[src/design/freq_ref_pkg.sv]
package freq_ref_pkg;

    // ----------------------------------------
    // Register map (byte addresses)
    // ----------------------------------------
    localparam logic [7:0]  ADR_SRC_CFG     = 8'h00;
    localparam logic [7:0]  ADR_FULL_SCALE  = 8'h04;
    localparam logic [7:0]  ADR_ANALOG_CFG  = 8'h08;
    localparam logic [7:0]  ADR_PANEL_REF   = 8'h0C;
    localparam logic [7:0]  ADR_FREQ_REF    = 8'h10;
    localparam logic [7:0]  ADR_PULSE_HZ    = 8'h14;
    localparam logic [7:0]  ADR_PULSE_PCT   = 8'h18;

    // ----------------------------------------
    // Field positions
    // ----------------------------------------
    localparam int          SRC_LSB         = 0;
    localparam int          PF_LSB          = 4;
    localparam int          IN2_LEVEL_LSB   = 0;
    localparam int          IN2_FUNC_LSB    = 8;
    localparam int          IN3_FUNC_LSB    = 16;
    localparam int          DI_FUNC_LSB     = 24;

    // ----------------------------------------
    // Reset values and codes
    // ----------------------------------------
    localparam logic [2:0]  SRC_RST         = 3'h1;
    localparam logic [1:0]  PF_RST          = 2'h0;
    localparam logic [15:0] FS_RST          = 16'h05A0;
    localparam logic [15:0] FS_MIN          = 16'h03E8;
    localparam logic [15:0] FS_MAX          = 16'h7D00;
    localparam logic [1:0]  IN2_LEVEL_RST   = 2'h0;
    localparam logic [4:0]  IN2_FUNC_RST    = 5'h00;
    localparam logic [4:0]  IN3_FUNC_RST    = 5'h1F;
    localparam logic [4:0]  DI_FUNC_RST     = 5'h03;
    localparam logic [15:0] PANEL_RST       = 16'h0000;

    localparam logic [2:0]  SRC_PANEL       = 3'h0;
    localparam logic [2:0]  SRC_ANALOG      = 3'h1;
    localparam logic [2:0]  SRC_SERIAL      = 3'h2;
    localparam logic [2:0]  SRC_OPTION      = 3'h3;
    localparam logic [2:0]  SRC_PULSE       = 3'h4;
    localparam logic [1:0]  PF_FREQ         = 2'h0;
    localparam logic [1:0]  PF_PID_FB       = 2'h1;
    localparam logic [1:0]  PF_PID_TGT      = 2'h2;
    localparam logic [1:0]  IN2_LEVEL_CUR   = 2'h2;
    localparam logic [4:0]  IN2_FUNC_ADD    = 5'h00;
    localparam logic [4:0]  IN3_FUNC_AUX    = 5'h02;
    localparam logic [4:0]  DI_FUNC_STEP1   = 5'h03;

    // 100.00 % in units of 0.01 %
    localparam logic [15:0] PCT_FULL        = 16'h2710;

    // ----------------------------------------
    // Timing
    // ----------------------------------------
    localparam int          CLK_HZ          = 20000000;
    localparam int          GATE_MS         = 100;
    localparam int          GATE_CYCLES     = CLK_HZ / 1000 * GATE_MS;
    localparam logic [3:0]  HZ_PER_COUNT    = 4'(1000 / GATE_MS);
    localparam logic [4:0]  DIV_STEPS       = 5'h1D;

endpackage

[src/design/freq_ref_select.sv]
// How it works
// - Source code 0..4 picks panel, analog, serial, option or pulse; resets to 1.
// - Source 0 uses the operator panel reference value.
// - Source 1 uses the first analog input, or first plus second.
// - Second input added to first when its function is 0 (current mode included).
// - Step-1 input off selects master analog, on selects third analog input.
// - Third analog input is auxiliary only when its function equals 2.
// - Source 4 uses the pulse-train percentage as the reference.
// - Pulse function 0 reference, 1 PID feedback, 2 PID target.
// - Pulse frequency equal to full scale (1000..32000, reset 1440) gives 100 %.
// - Digital input function 3 makes it step-1 and master/auxiliary switch.
//
// Chosen here: the address map and the Wishbone interface to the registers.
`timescale 1ns/1ps
`default_nettype none

module freq_ref_select
    import freq_ref_pkg::*;
#(
    parameter int GATE_CYC = GATE_CYCLES
)(
    input  wire logic        mclk_i,
    input  wire logic        srst_i,
    input  wire logic        wb_cyc_i,
    input  wire logic        wb_stb_i,
    input  wire logic        wb_we_i,
    input  wire logic [7:0]  wb_adr_i,
    input  wire logic [3:0]  wb_sel_i,
    input  wire logic [31:0] wb_dat_i,
    output logic      [31:0] wb_dat_o,
    output logic             wb_ack_o,
    input  wire logic [15:0] analog_in_first_i,
    input  wire logic [15:0] analog_in_second_i,
    input  wire logic [15:0] analog_in_third_i,
    input  wire logic [15:0] serial_ref_i,
    input  wire logic [15:0] option_ref_i,
    input  wire logic        pulse_train_pin_i,
    input  wire logic        step1_pin_i,
    output logic      [15:0] freq_ref_o,
    output logic      [15:0] pid_feedback_o,
    output logic      [15:0] pid_target_o,
    output logic             aux_selected_o
);

    logic [2:0]  reference_source_select, next_src;
    logic [1:0]  pulse_input_function, next_pf;
    logic [15:0] pulse_input_full_scale, next_fs;
    logic [1:0]  analog_in2_level_type, next_in2_level;
    logic [4:0]  analog_in2_function, next_in2_func;
    logic [4:0]  analog_in3_function, next_in3_func;
    logic [4:0]  digital_input_function, next_di_func;
    logic [15:0] panel_ref, next_panel;
    logic [31:0] next_dat;
    logic        next_ack;
    logic [15:0] next_freq, next_pid_fb, next_pid_tgt;
    logic        next_aux;
    logic        step1_meta, step1_sync;
    logic [31:0] wmask, rd_word, merged;
    logic        bus_req, bus_wr;
    logic [16:0] sum_first_second;
    logic [15:0] master_ref;
    logic        step1_active, aux_active;
    logic [15:0] pulse_hz, pulse_pct;
    logic        pct_done;

    pulse_meter #(
        .GATE_CYC     (GATE_CYC)
    ) u_meter (
        .mclk_i       (mclk_i),
        .srst_i       (srst_i),
        .pulse_i      (pulse_train_pin_i),
        .full_scale_i (pulse_input_full_scale),
        .freq_hz_o    (pulse_hz),
        .percent_o    (pulse_pct),
        .done_o       (pct_done)
    );

    // ----------------------------------------
    // Wishbone slave
    // ----------------------------------------
    genvar g;
    for (g = 0; g < 4; g++) begin : g_lane
        assign wmask[g*8 +: 8] = {8{wb_sel_i[g]}};
    end

    assign bus_req = wb_cyc_i & wb_stb_i & ~wb_ack_o;
    assign bus_wr  = bus_req & wb_we_i;
    assign merged  = (rd_word & ~wmask) | (wb_dat_i & wmask);

    always_comb begin
        rd_word = 32'h0;
        case (wb_adr_i)
            ADR_SRC_CFG: begin
                rd_word[SRC_LSB +: 3] = reference_source_select;
                rd_word[PF_LSB +: 2]  = pulse_input_function;
            end
            ADR_FULL_SCALE: rd_word[15:0] = pulse_input_full_scale;
            ADR_ANALOG_CFG: begin
                rd_word[IN2_LEVEL_LSB +: 2] = analog_in2_level_type;
                rd_word[IN2_FUNC_LSB +: 5]  = analog_in2_function;
                rd_word[IN3_FUNC_LSB +: 5]  = analog_in3_function;
                rd_word[DI_FUNC_LSB +: 5]   = digital_input_function;
            end
            ADR_PANEL_REF: rd_word[15:0] = panel_ref;
            ADR_FREQ_REF:  rd_word[15:0] = freq_ref_o;
            ADR_PULSE_HZ:  rd_word[15:0] = pulse_hz;
            ADR_PULSE_PCT: rd_word[15:0] = pulse_pct;
            default:       rd_word = 32'h0;
        endcase
    end

    // Out-of-range settings are dropped so the selector never sees an undefined code
    always_comb begin
        next_ack      = bus_req;
        next_dat      = bus_req ? rd_word : 32'h0;
        next_src      = reference_source_select;
        next_pf       = pulse_input_function;
        next_fs       = pulse_input_full_scale;
        next_in2_level = analog_in2_level_type;
        next_in2_func  = analog_in2_function;
        next_in3_func  = analog_in3_function;
        next_di_func  = digital_input_function;
        next_panel    = panel_ref;
        if (bus_wr) begin
            case (wb_adr_i)
                ADR_SRC_CFG: begin
                    if (merged[SRC_LSB +: 3] <= SRC_PULSE) begin
                        next_src = merged[SRC_LSB +: 3];
                    end
                    if (merged[PF_LSB +: 2] <= PF_PID_TGT) begin
                        next_pf = merged[PF_LSB +: 2];
                    end
                end
                ADR_FULL_SCALE: begin
                    if (merged[15:0] >= FS_MIN && merged[15:0] <= FS_MAX) begin
                        next_fs = merged[15:0];
                    end
                end
                ADR_ANALOG_CFG: begin
                    next_in2_level = merged[IN2_LEVEL_LSB +: 2];
                    next_in2_func  = merged[IN2_FUNC_LSB +: 5];
                    next_in3_func  = merged[IN3_FUNC_LSB +: 5];
                    next_di_func  = merged[DI_FUNC_LSB +: 5];
                end
                ADR_PANEL_REF: next_panel = merged[15:0];
                default: next_ack = bus_req;
            endcase
        end
    end

    always_ff @(posedge mclk_i) begin
        if (srst_i) begin
            wb_ack_o                <= 1'b0;
            wb_dat_o                <= 32'h0;
            reference_source_select <= SRC_RST;
            pulse_input_function    <= PF_RST;
            pulse_input_full_scale  <= FS_RST;
            analog_in2_level_type   <= IN2_LEVEL_RST;
            analog_in2_function     <= IN2_FUNC_RST;
            analog_in3_function     <= IN3_FUNC_RST;
            digital_input_function  <= DI_FUNC_RST;
            panel_ref               <= PANEL_RST;
        end else begin
            wb_ack_o                <= next_ack;
            wb_dat_o                <= next_dat;
            reference_source_select <= next_src;
            pulse_input_function    <= next_pf;
            pulse_input_full_scale  <= next_fs;
            analog_in2_level_type   <= next_in2_level;
            analog_in2_function     <= next_in2_func;
            analog_in3_function     <= next_in3_func;
            digital_input_function  <= next_di_func;
            panel_ref               <= next_panel;
        end
    end

    // ----------------------------------------
    // Reference selection
    // ----------------------------------------
    assign step1_active = step1_sync && (digital_input_function == DI_FUNC_STEP1);
    assign aux_active   = step1_active && (analog_in3_function == IN3_FUNC_AUX);
    assign sum_first_second = {1'b0, analog_in_first_i} + {1'b0, analog_in_second_i};

    always_comb begin
        // Sum saturates rather than wrapping to a low speed
        if (analog_in2_function == IN2_FUNC_ADD) begin
            master_ref = sum_first_second[16] ? 16'hFFFF : sum_first_second[15:0];
        end else begin
            master_ref = analog_in_first_i;
        end
        next_aux = aux_active;
        case (reference_source_select)
            SRC_PANEL:  next_freq = panel_ref;
            SRC_ANALOG: next_freq = aux_active ? analog_in_third_i : master_ref;
            SRC_SERIAL: next_freq = serial_ref_i;
            SRC_OPTION: next_freq = option_ref_i;
            SRC_PULSE:  next_freq = (pulse_input_function == PF_FREQ) ? pulse_pct : 16'h0;
            default:    next_freq = 16'h0;
        endcase
        next_pid_fb  = pid_feedback_o;
        next_pid_tgt = pid_target_o;
        if (pct_done && pulse_input_function == PF_PID_FB) begin
            next_pid_fb = pulse_pct;
        end
        if (pct_done && pulse_input_function == PF_PID_TGT) begin
            next_pid_tgt = pulse_pct;
        end
    end

    always_ff @(posedge mclk_i) begin
        if (srst_i) begin
            step1_meta     <= 1'b0;
            step1_sync     <= 1'b0;
            freq_ref_o     <= 16'h0;
            pid_feedback_o <= 16'h0;
            pid_target_o   <= 16'h0;
            aux_selected_o <= 1'b0;
        end else begin
            step1_meta     <= step1_pin_i;
            step1_sync     <= step1_meta;
            freq_ref_o     <= next_freq;
            pid_feedback_o <= next_pid_fb;
            pid_target_o   <= next_pid_tgt;
            aux_selected_o <= next_aux;
        end
    end

    // ----------------------------------------
    // Assertions
    // ----------------------------------------
    property p_src_reset;
        @(posedge mclk_i) $fell(srst_i) |-> (reference_source_select == SRC_RST);
    endproperty
    a_src_reset: assert property (p_src_reset) else $error("source not 1 after reset");

    property p_src_ext;
        @(posedge mclk_i) disable iff (srst_i)
        (reference_source_select == SRC_SERIAL) ##1 (reference_source_select == SRC_OPTION)
            |=> (freq_ref_o == $past(option_ref_i));
    endproperty
    a_src_ext: assert property (p_src_ext) else $error("option reference not used");

    property p_panel;
        @(posedge mclk_i) disable iff (srst_i)
        (reference_source_select == SRC_PANEL) |=> (freq_ref_o == $past(panel_ref));
    endproperty
    a_panel: assert property (p_panel) else $error("panel reference not used");

    property p_first_only;
        @(posedge mclk_i) disable iff (srst_i)
        (reference_source_select == SRC_ANALOG && !aux_active
            && analog_in2_function != IN2_FUNC_ADD)
            |=> (freq_ref_o == $past(analog_in_first_i));
    endproperty
    a_first_only: assert property (p_first_only) else $error("first analog not used");

    property p_add_second;
        @(posedge mclk_i) disable iff (srst_i)
        (reference_source_select == SRC_ANALOG && !aux_active
            && analog_in2_level_type == IN2_LEVEL_CUR && analog_in2_function == IN2_FUNC_ADD)
            |=> (freq_ref_o == ($past(sum_first_second[16]) ? 16'hFFFF
                : $past(sum_first_second[15:0])));
    endproperty
    a_add_second: assert property (p_add_second) else $error("second input not added");

    property p_aux_switch;
        @(posedge mclk_i) disable iff (srst_i)
        (reference_source_select == SRC_ANALOG && aux_active)
            |=> (freq_ref_o == $past(analog_in_third_i)) && aux_selected_o;
    endproperty
    a_aux_switch: assert property (p_aux_switch) else $error("third analog not used");

    property p_aux_func;
        @(posedge mclk_i) disable iff (srst_i)
        (analog_in3_function != IN3_FUNC_AUX) |=> !aux_selected_o;
    endproperty
    a_aux_func: assert property (p_aux_func) else $error("aux without function 2");

    property p_pulse_ref;
        @(posedge mclk_i) disable iff (srst_i)
        (reference_source_select == SRC_PULSE && pulse_input_function == PF_FREQ)
            |=> (freq_ref_o == $past(pulse_pct));
    endproperty
    a_pulse_ref: assert property (p_pulse_ref) else $error("pulse reference not used");

    property p_pid_route;
        @(posedge mclk_i) disable iff (srst_i)
        (pct_done && pulse_input_function == PF_PID_FB)
            |=> (pid_feedback_o == $past(pulse_pct)) && $stable(pid_target_o);
    endproperty
    a_pid_route: assert property (p_pid_route) else $error("PID feedback not routed");

    property p_step1_func;
        @(posedge mclk_i) disable iff (srst_i)
        (digital_input_function != DI_FUNC_STEP1) |=> !aux_selected_o;
    endproperty
    a_step1_func: assert property (p_step1_func) else $error("aux without step-1 input");

endmodule

`default_nettype wire

[src/design/pulse_meter.sv]
`timescale 1ns/1ps
`default_nettype none

module pulse_meter
    import freq_ref_pkg::*;
#(
    parameter int GATE_CYC = GATE_CYCLES
)(
    input  wire logic        mclk_i,
    input  wire logic        srst_i,
    input  wire logic        pulse_i,
    input  wire logic [15:0] full_scale_i,
    output logic      [15:0] freq_hz_o,
    output logic      [15:0] percent_o,
    output logic             done_o
);

    typedef enum logic {IDLE, DIVIDE} div_state_type;

    logic          sync1, sync2, sync3;
    logic [31:0]   gate_cnt, next_gate_cnt;
    logic [15:0]   edge_cnt, next_edge_cnt;
    logic [15:0]   next_freq, next_percent;
    logic          next_done;
    div_state_type state, next_state;
    logic [28:0]   acc, next_acc;
    logic [16:0]   rem, next_rem;
    logic [4:0]    step, next_step;
    logic          gate_end;
    logic          rise;
    logic [19:0]   freq_prod;
    logic [15:0]   freq_calc;
    logic [29:0]   dividend;
    logic [16:0]   trial;

    assign gate_end  = (gate_cnt == 32'(GATE_CYC - 1));
    assign rise      = sync2 & ~sync3;
    assign freq_prod = 20'(edge_cnt) * 20'(HZ_PER_COUNT);
    assign freq_calc = (freq_prod > 20'h0FFFF) ? 16'hFFFF : freq_prod[15:0];
    assign dividend  = 30'(freq_calc) * 30'(PCT_FULL);
    assign trial     = {rem[15:0], acc[28]};

    // ----------------------------------------
    // Gate counter and proportional divider
    // ----------------------------------------
    always_comb begin
        next_gate_cnt = gate_end ? 32'h0 : gate_cnt + 32'h1;
        next_edge_cnt = edge_cnt;
        if (gate_end) begin
            next_edge_cnt = {15'h0, rise};
        end else if (rise && edge_cnt != 16'hFFFF) begin
            next_edge_cnt = edge_cnt + 16'h1;
        end
        next_freq    = freq_hz_o;
        next_percent = percent_o;
        next_done    = 1'b0;
        next_state   = state;
        next_acc     = acc;
        next_rem     = rem;
        next_step    = step;
        case (state)
            IDLE: begin
                if (gate_end) begin
                    next_freq = freq_calc;
                    if (freq_calc >= full_scale_i) begin
                        // Above full scale the reference saturates at 100 %
                        next_percent = PCT_FULL;
                        next_done    = 1'b1;
                    end else begin
                        next_acc   = dividend[28:0];
                        next_rem   = 17'h0;
                        next_step  = 5'h0;
                        next_state = DIVIDE;
                    end
                end
            end
            DIVIDE: begin
                if (trial >= {1'b0, full_scale_i}) begin
                    next_rem = trial - {1'b0, full_scale_i};
                    next_acc = {acc[27:0], 1'b1};
                end else begin
                    next_rem = trial;
                    next_acc = {acc[27:0], 1'b0};
                end
                next_step = step + 5'h1;
                if (step == DIV_STEPS - 5'h1) begin
                    next_percent = next_acc[15:0];
                    next_done    = 1'b1;
                    next_state   = IDLE;
                end
            end
            default: next_state = IDLE;
        endcase
    end

    always_ff @(posedge mclk_i) begin
        if (srst_i) begin
            sync1     <= 1'b0;
            sync2     <= 1'b0;
            sync3     <= 1'b0;
            gate_cnt  <= 32'h0;
            edge_cnt  <= 16'h0;
            freq_hz_o <= 16'h0;
            percent_o <= 16'h0;
            done_o    <= 1'b0;
            state     <= IDLE;
            acc       <= 29'h0;
            rem       <= 17'h0;
            step      <= 5'h0;
        end else begin
            sync1     <= pulse_i;
            sync2     <= sync1;
            sync3     <= sync2;
            gate_cnt  <= next_gate_cnt;
            edge_cnt  <= next_edge_cnt;
            freq_hz_o <= next_freq;
            percent_o <= next_percent;
            done_o    <= next_done;
            state     <= next_state;
            acc       <= next_acc;
            rem       <= next_rem;
            step      <= next_step;
        end
    end

    property p_pct_cap;
        @(posedge mclk_i) disable iff (srst_i)
        done_o |-> (percent_o <= PCT_FULL);
    endproperty
    a_pct_cap: assert property (p_pct_cap) else $error("percent above full scale");

    property p_sat_full;
        @(posedge mclk_i) disable iff (srst_i)
        (gate_end && state == IDLE && freq_calc >= full_scale_i)
            |=> (done_o && percent_o == PCT_FULL);
    endproperty
    a_sat_full: assert property (p_sat_full) else $error("full scale not 100 percent");

    property p_gate_len;
        @(posedge mclk_i) disable iff (srst_i)
        gate_end |=> (gate_cnt == 32'h0) ##1 (gate_cnt == 32'h1);
    endproperty
    a_gate_len: assert property (p_gate_len) else $error("gate counter did not restart");

endmodule

`default_nettype wire

[config.mk]
export PLATFORM = sky130hd
export DESIGN_NAME = freq_ref_select
export DESIGN_NICKNAME = d
export VERILOG_FILES = /design/src/design/freq_ref_pkg.sv /design/src/design/freq_ref_select.sv /design/src/design/pulse_meter.sv
export SDC_FILE = /design/constraint.sdc
export NUM_CORES = 1
export LEC_CHECK = 0
export ABC_AREA = 1
export BUFFER_PORTS_ARGS = -buffer_cell sky130_fd_sc_hd__buf_4
export CORE_MARGIN = 1.5
export CORE_UTILIZATION = 45
export CTS_BUF_LIST = sky130_fd_sc_hd__clkbuf_8
export CTS_CLUSTER_DIAMETER = 150
export DETAILED_ROUTE_END_ITERATION = 8
export GPL_TIMING_DRIVEN = 0
export PLACE_DENSITY = 0.66
export SYNTH_ARGS = -nofsm -noshare
export SYNTH_HDL_FRONTEND = slang
export SYNTH_SLANG_ARGS = --single-unit
[constraint.sdc]
create_clock -name mclk_i -period 11.7 [get_ports mclk_i]
set_input_delay 1.17 -clock mclk_i [delete_from_list [all_inputs] [get_ports mclk_i]]
set_output_delay 1.17 -clock mclk_i [all_outputs]
set_load 0.01 [all_outputs]
==> impl_metrics.json, run 1 <==
{
  "r2r_slack_ps": 4470,
  "timing.fmax_mhz": 138,
  "synth_top_family_by_area": "simple AND/OR/NAND/NOR gates",
  "status": "finished, final reports clean",
  "rsz0062_at_grt": "no",
  "core_area_um2": 39900,
  "avgViaCountPerCell": 5.45,
  "start_util": 0.457,
  "cts_max_path_buffers": 3,
  "yosys-top-cells-area": "dfxtp_1, nand2_1, ha_1",
  "grt_pass1_vias": 17700,
  "worst_pin_slew_ps": 1070,
  "post-route-util": 0.539,
  "holdWs_ps": 404,
  "power_mw": 2.15,
  "p_int_mw": 1.58,
  "critPathMaxFanout": 11,
  "ctsHtreeMaxLevel": 2,
  "ant_nets": 0,
  "cts.sinks": 267,
  "finClkSkew_ps": 36.9,
  "p_leak_nw": 10.6,
  "fp-row-count": 73,
  "hold_viol": 0,
  "cts-resized-gates": 0,
  "clock_power_share": 0.468,
  "dpl_cell_area_um2": 20400,
  "min_from": "step1_meta",
  "crit_required_ps": 12260,
  "critPathSlowestCell": "fa_1",
  "synth_xor_area_frac": 0.0274,
  "die_w_um": 204,
  "ys_warn_count": 0,
  "fp.dieH_um": 204,
  "ctsHoldBuffers": 0,
  "synth.most_common_cell": "nand2_1",
  "synth_common_cells": "nand2_1, inv_1, dfxtp_1",
  "drv_slew": 0,
  "cts_setup_buffers": 0,
  "finalCritPeriodShare": 0.618,
  "final_nets": 3178,
  "fin_cells": 3427,
  "worst_skew_pair.late_latency_ps": 630,
  "powerDensity_nw_per_um2": 99.8,
  "drt-pass1-iter-count": 6,
  "synth_fa_ha_area_frac": 0.141,
  "fillCellCount": 4035,
  "startpoint_type": "flop",
  "relSlewSlack": 0.281,
  "grt_pass1_wl_um": 97500,
  "combPwrFrac": 0.099,
  "grt_usage": 0.301,
  "root_buffer": "clkbuf_8",
  "swShare": 0.263,
  "setup_viol": 0,
  "syn_area_per_cell_um2": 7.00,
  "grt_max_degree": 14,
  "slowest_delay_ps": 530,
  "globalRoute.totalOverflow": 0,
  "setup_tns_ps": 0,
  "endpoint_kind": "flop",
  "seqPwrFrac": 0.433,
  "finalWirelength_um": 63400,
  "wire_per_inst_um": 18.5,
  "stdcell_area_um2": 21500,
  "netlist_area_um2": 18300,
  "clk_pin_slew_worst_paths_ps": 60,
  "reg2reg_depth": 35,
  "cts_tree": "yes",
  "synth_largest_area_cell": "dfxtp_1",
  "area_growth_syn_to_layout_pct": 17.9,
  "synth-edff-count": 0,
  "dp.cells": 3337,
  "synth_ff_type": "dfxtp_1",
  "worst_slack_ps": 4470,
  "drv_cap": 0,
  "worstHoldPathCells": 2,
  "synth-seq-cells": 267,
  "cpMostUsedCell": "nand2_1",
  "synth-simple-area-share": 0.288,
  "drc": 0,
  "r2r-end": "u_meter.acc[26]",
  "hpwl_um": 51000,
  "port_buffers": 198,
  "synth_top_area_frac": 0.293,
  "antenna_found_initial": 0,
  "dr.first_iter.drc_count": 1370,
  "power.switching_mw": 0.564,
  "hp-class": "flop to flop",
  "min_period_ps": 7230,
  "synth_cells": 2609,
  "netlist-cell-type-count": 55,
  "whs_endpoint": "step1_sync",
  "drive_gt1_frac": 0.141,
  "synth_compound_area_frac": 0.152,
  "numCtsBuffers": 49,
  "synthArstFlopShare": 0,
  "r2r_start": "u_meter.edge_cnt[1]",
  "post-place-ws_ps": 4520,
  "vdd_drop_max_v": 0.0000913,
  "io_pins": 213,
  "vias": 18700,
  "crit_type": "flop to flop",
  "arrival_ps": 7780,
  "synth_seq_area_share": 0.293,
  "gp_congestion": 1.01,
  "synthMuxAreaShare": 0,
  "die-area_um2": 41800
}
==> worst max path at each step <==
stage                                 end  slack, ps                start  cells after the start
after floorplan           u_meter.acc[26]       5540  u_meter.edge_cnt[1]                     34
after global placement    u_meter.acc[26]       4580  u_meter.edge_cnt[3]                     34
after detailed placement  u_meter.acc[26]       4520  u_meter.edge_cnt[1]                     35
after CTS                 u_meter.acc[26]       4480  u_meter.edge_cnt[1]                     35
after global routing      u_meter.acc[26]       3810  u_meter.edge_cnt[1]                     35
final                     u_meter.acc[26]       4470  u_meter.edge_cnt[1]                     35
==> area by class of cell <==
cell class | count | area [um^2] | share of cell area
buffer | 99 | 523 | 0.0243
clock buffer | 64 | 881 | 0.0409
sequential | 267 | 5350 | 0.248
multi-input combinational | 1908 | 11100 | 0.517
timing repair buffer | 198 | 1490 | 0.0691
clock inverter | 25 | 221 | 0.0103
antenna | 1 | 2.50 | 0.000116
tap | 525 | 657 | 0.0305
inverter | 340 | 1280 | 0.0594
==> sequential cells by signal, indices dropped and copies added (netlist names), 16 cells and up <==
signal and flops:
freq_ref_o 16, pid_target_o 16, u_meter.rem 16, u_meter.acc 29, u_meter.gate_cnt 32, pulse_input_full_scale 16, u_meter.freq_hz_o 16, u_meter.edge_cnt 16
u_meter.percent_o 16, pid_feedback_o 16, wb_dat_o 26, panel_ref 16
==> logic make-up after synthesis <==
group	Yosys count
XOR/XNOR	57
other	1
AO/OA/AOI/OAI	489
buffers and inverters	439
AND/OR/NAND/NOR	1172
flip-flops	267
adder cells (fa/ha/maj)	184
==> routing by layer <==
metal	track usage	wire length (um)	vias up
met2	0.494	28700	729
met1	0.392	27500	8700
li1	-	-	9113
met5	0	0	-
met3	0.0445	4600	136
met4	0.128	2550	0
==> power by group through the flow <==
| stage | combinational, mW | clock [mW] | sequential [mW] |
|---|---|---|---|
| 2_1_floorplan | 0.112 | 0 | 0.947 |
| 3_3_place_gp | 0.207 | 0 | 0.949 |
| 6_report | 0.212 | 1.00 | 0.930 |
| 4_1_cts | 0.210 | 1.02 | 0.929 |
| 5_1_grt | 0.232 | 1.06 | 0.930 |
| 3_5_place_dp | 0.209 | 0 | 0.949 |
==> placed cells by master (no fill, tap or decap), types with 61 or more instances in the layout <==
cell	instances
clkbuf_8	64
clkbuf_1	61
inv_1	340
o21ai_0	141
nor2_1	257
a21oi_1	227
nand2_1	530
nand3_1	187
buf_4	212
ha_1	147
dfxtp_1	267
==> worst max-delay path: cells and delay by family, from the launching register on <==
kind,cells,cell delay (ps)
adder cells (fa/ha/maj),9,3370
AND/OR/NAND/NOR,15,1740
buffers and inverters,6,860
AO/OA/AOI/OAI,5,820
flip-flops,1,360
Note: power is estimated with default switching activity, not from simulation.
==> run 2, diff against run 1 <==
Clock period 11.7 ns to 6.9 ns, I/O delays scaled along.
==> impl_metrics.json, run 2 (same netlist as run 1, synthesis figures left out) <==
{
  "port_buffers": 198,
  "grt_usage": 0.301,
  "post-route-util": 0.545,
  "cts_max_path_buffers": 3,
  "setup_viol": 0,
  "fp-row-count": 73,
  "drc": 0,
  "fillCellCount": 4012,
  "endpoint_kind": "flop",
  "critPathSlowestCell": "fa_1",
  "min_period_ps": 6550,
  "holdWs_ps": 260,
  "area_growth_syn_to_layout_pct": 19.1,
  "die-area_um2": 41800,
  "worst_pin_slew_ps": 1150,
  "die_w_um": 204,
  "largest_register_ffs": 32,
  "ant_nets": 0,
  "n_antenna_cell": 0,
  "critPathMaxFanout": 11,
  "hp-class": "primary input to flop",
  "timing.fmax_mhz": 153,
  "arrival_ps": 7060,
  "start_util": 0.457,
  "wire_per_inst_um": 18.5,
  "io_pins": 213,
  "fp.dieH_um": 204,
  "finalWirelength_um": 63600,
  "grt_pass1_vias": 17700,
  "status": "finished, final reports clean",
  "antenna_found_initial": 0,
  "layout_commonest_cell": "nand2_1",
  "finalCritPeriodShare": 0.950,
  "crit_required_ps": 7400,
  "grt_max_degree": 14,
  "drive_gt1_frac": 0.154,
  "crit_type": "flop to flop",
  "vdd_drop_max_v": 0.000155,
  "gp_congestion": 1.01,
  "cts.sinks": 267,
  "core_area_um2": 39900,
  "root_buffer": "clkbuf_8",
  "drv_slew": 0,
  "relSlewSlack": 0.230,
  "slowest_delay_ps": 510,
  "p_leak_nw": 10.7,
  "startpoint_type": "flop",
  "ctsHtreeMaxLevel": 2,
  "worst_skew_pair.late_latency_ps": 630,
  "vias": 18600,
  "hpwl_um": 51000,
  "finClkSkew_ps": 39.8,
  "dr.first_iter.drc_count": 1386,
  "globalRoute.totalOverflow": 0,
  "drv_cap": 0,
  "drt-pass1-iter-count": 5,
  "numCtsBuffers": 49,
  "final_nets": 3189,
  "hold_viol": 0,
  "avgViaCountPerCell": 5.42,
  "max_flop_register": "u_meter.gate_cnt",
  "cpMostUsedCell": "nand2_1",
  "powerDensity_nw_per_um2": 167,
  "grt_pass1_wl_um": 97500,
  "cts_tree": "yes",
  "reg.largest.list": "u_meter.gate_cnt x32, u_meter.acc x29, wb_dat_o x26",
  "final_cell_mix": "nand2_1, inv_1, dfxtp_1",
  "clk_pin_slew_worst_paths_ps": 60,
  "ctsHoldBuffers": 0
}
-- run 2: timing repair --
item,CTS,global route
setup buffers,0,11
pin swaps,0,5
resized for setup,12,34
endpoints found under the setup margin,11,14
-- run 2: where the power goes --
group          switching (mW)  total, mW  internal (mW)
registers              0.0185       1.58           1.56
logic                   0.216      0.359          0.143
clock network           0.722       1.70          0.983
-- run 2: worst paths after layout --
check,from,end,slack (ps),cells past startpoint
worst min-delay path,step1_pin_i,step1_meta,260,3
worst max-delay path,u_meter.edge_cnt[1],u_meter.acc[26],350,36
worst min register to register,step1_meta,step1_sync,400,2
worst max register to register,u_meter.edge_cnt[1],u_meter.acc[26],350,36
-- run 2: worst max-delay path: cells and delay by family, from the launching register on --
| kind | cells | cell delay, ps |
|---|---|---|
| and+or+nand+nor | 18 | 1690 |
| DFF | 1 | 360 |
| AOI/OAI and AO/OA | 2 | 250 |
| buffers and inverters | 7 | 820 |
| adders and majority gates | 9 | 3320 |
-- run 2: routing by layer --
| layer | vias to the layer above | global-route usage | part of all wire |
|---|---|---|---|
| met4 | 0 | 0.128 | 0.040 |
| li1 | 9131 | - | - |
| met1 | 8679 | 0.392 | 0.43 |
| met2 | 697 | 0.494 | 0.45 |
| met3 | 131 | 0.0445 | 0.072 |
| met5 | - | 0 | 0 |
-- run 2: layout make-up --
class | instances | area (um^2) | share of cell area
Inverter | 340 | 1290 | 0.0592
Clock buffer | 64 | 881 | 0.0405
Tap cell | 525 | 657 | 0.0302
Clock inverter | 25 | 221 | 0.0102
Multi-Input combinational cell | 1908 | 11200 | 0.517
Buffer | 99 | 536 | 0.0246
Sequential cell | 267 | 5350 | 0.246
Timing Repair Buffer | 209 | 1570 | 0.0722
-- run 2: metrics by stage --
step	area (um^2)	std cells	TNS [ps]	setup slack, ps	total power, mW
floorplan	18300	2614	0	739	1.80
global placement	20400	3337	-890	-221	1.96
detailed placement	20400	3337	-1330	-283	1.96
CTS	21600	3426	0	10.1	3.66
global route	21700	3437	-77.0	-39.8	3.77
finish	21700	3437	0	347	3.64
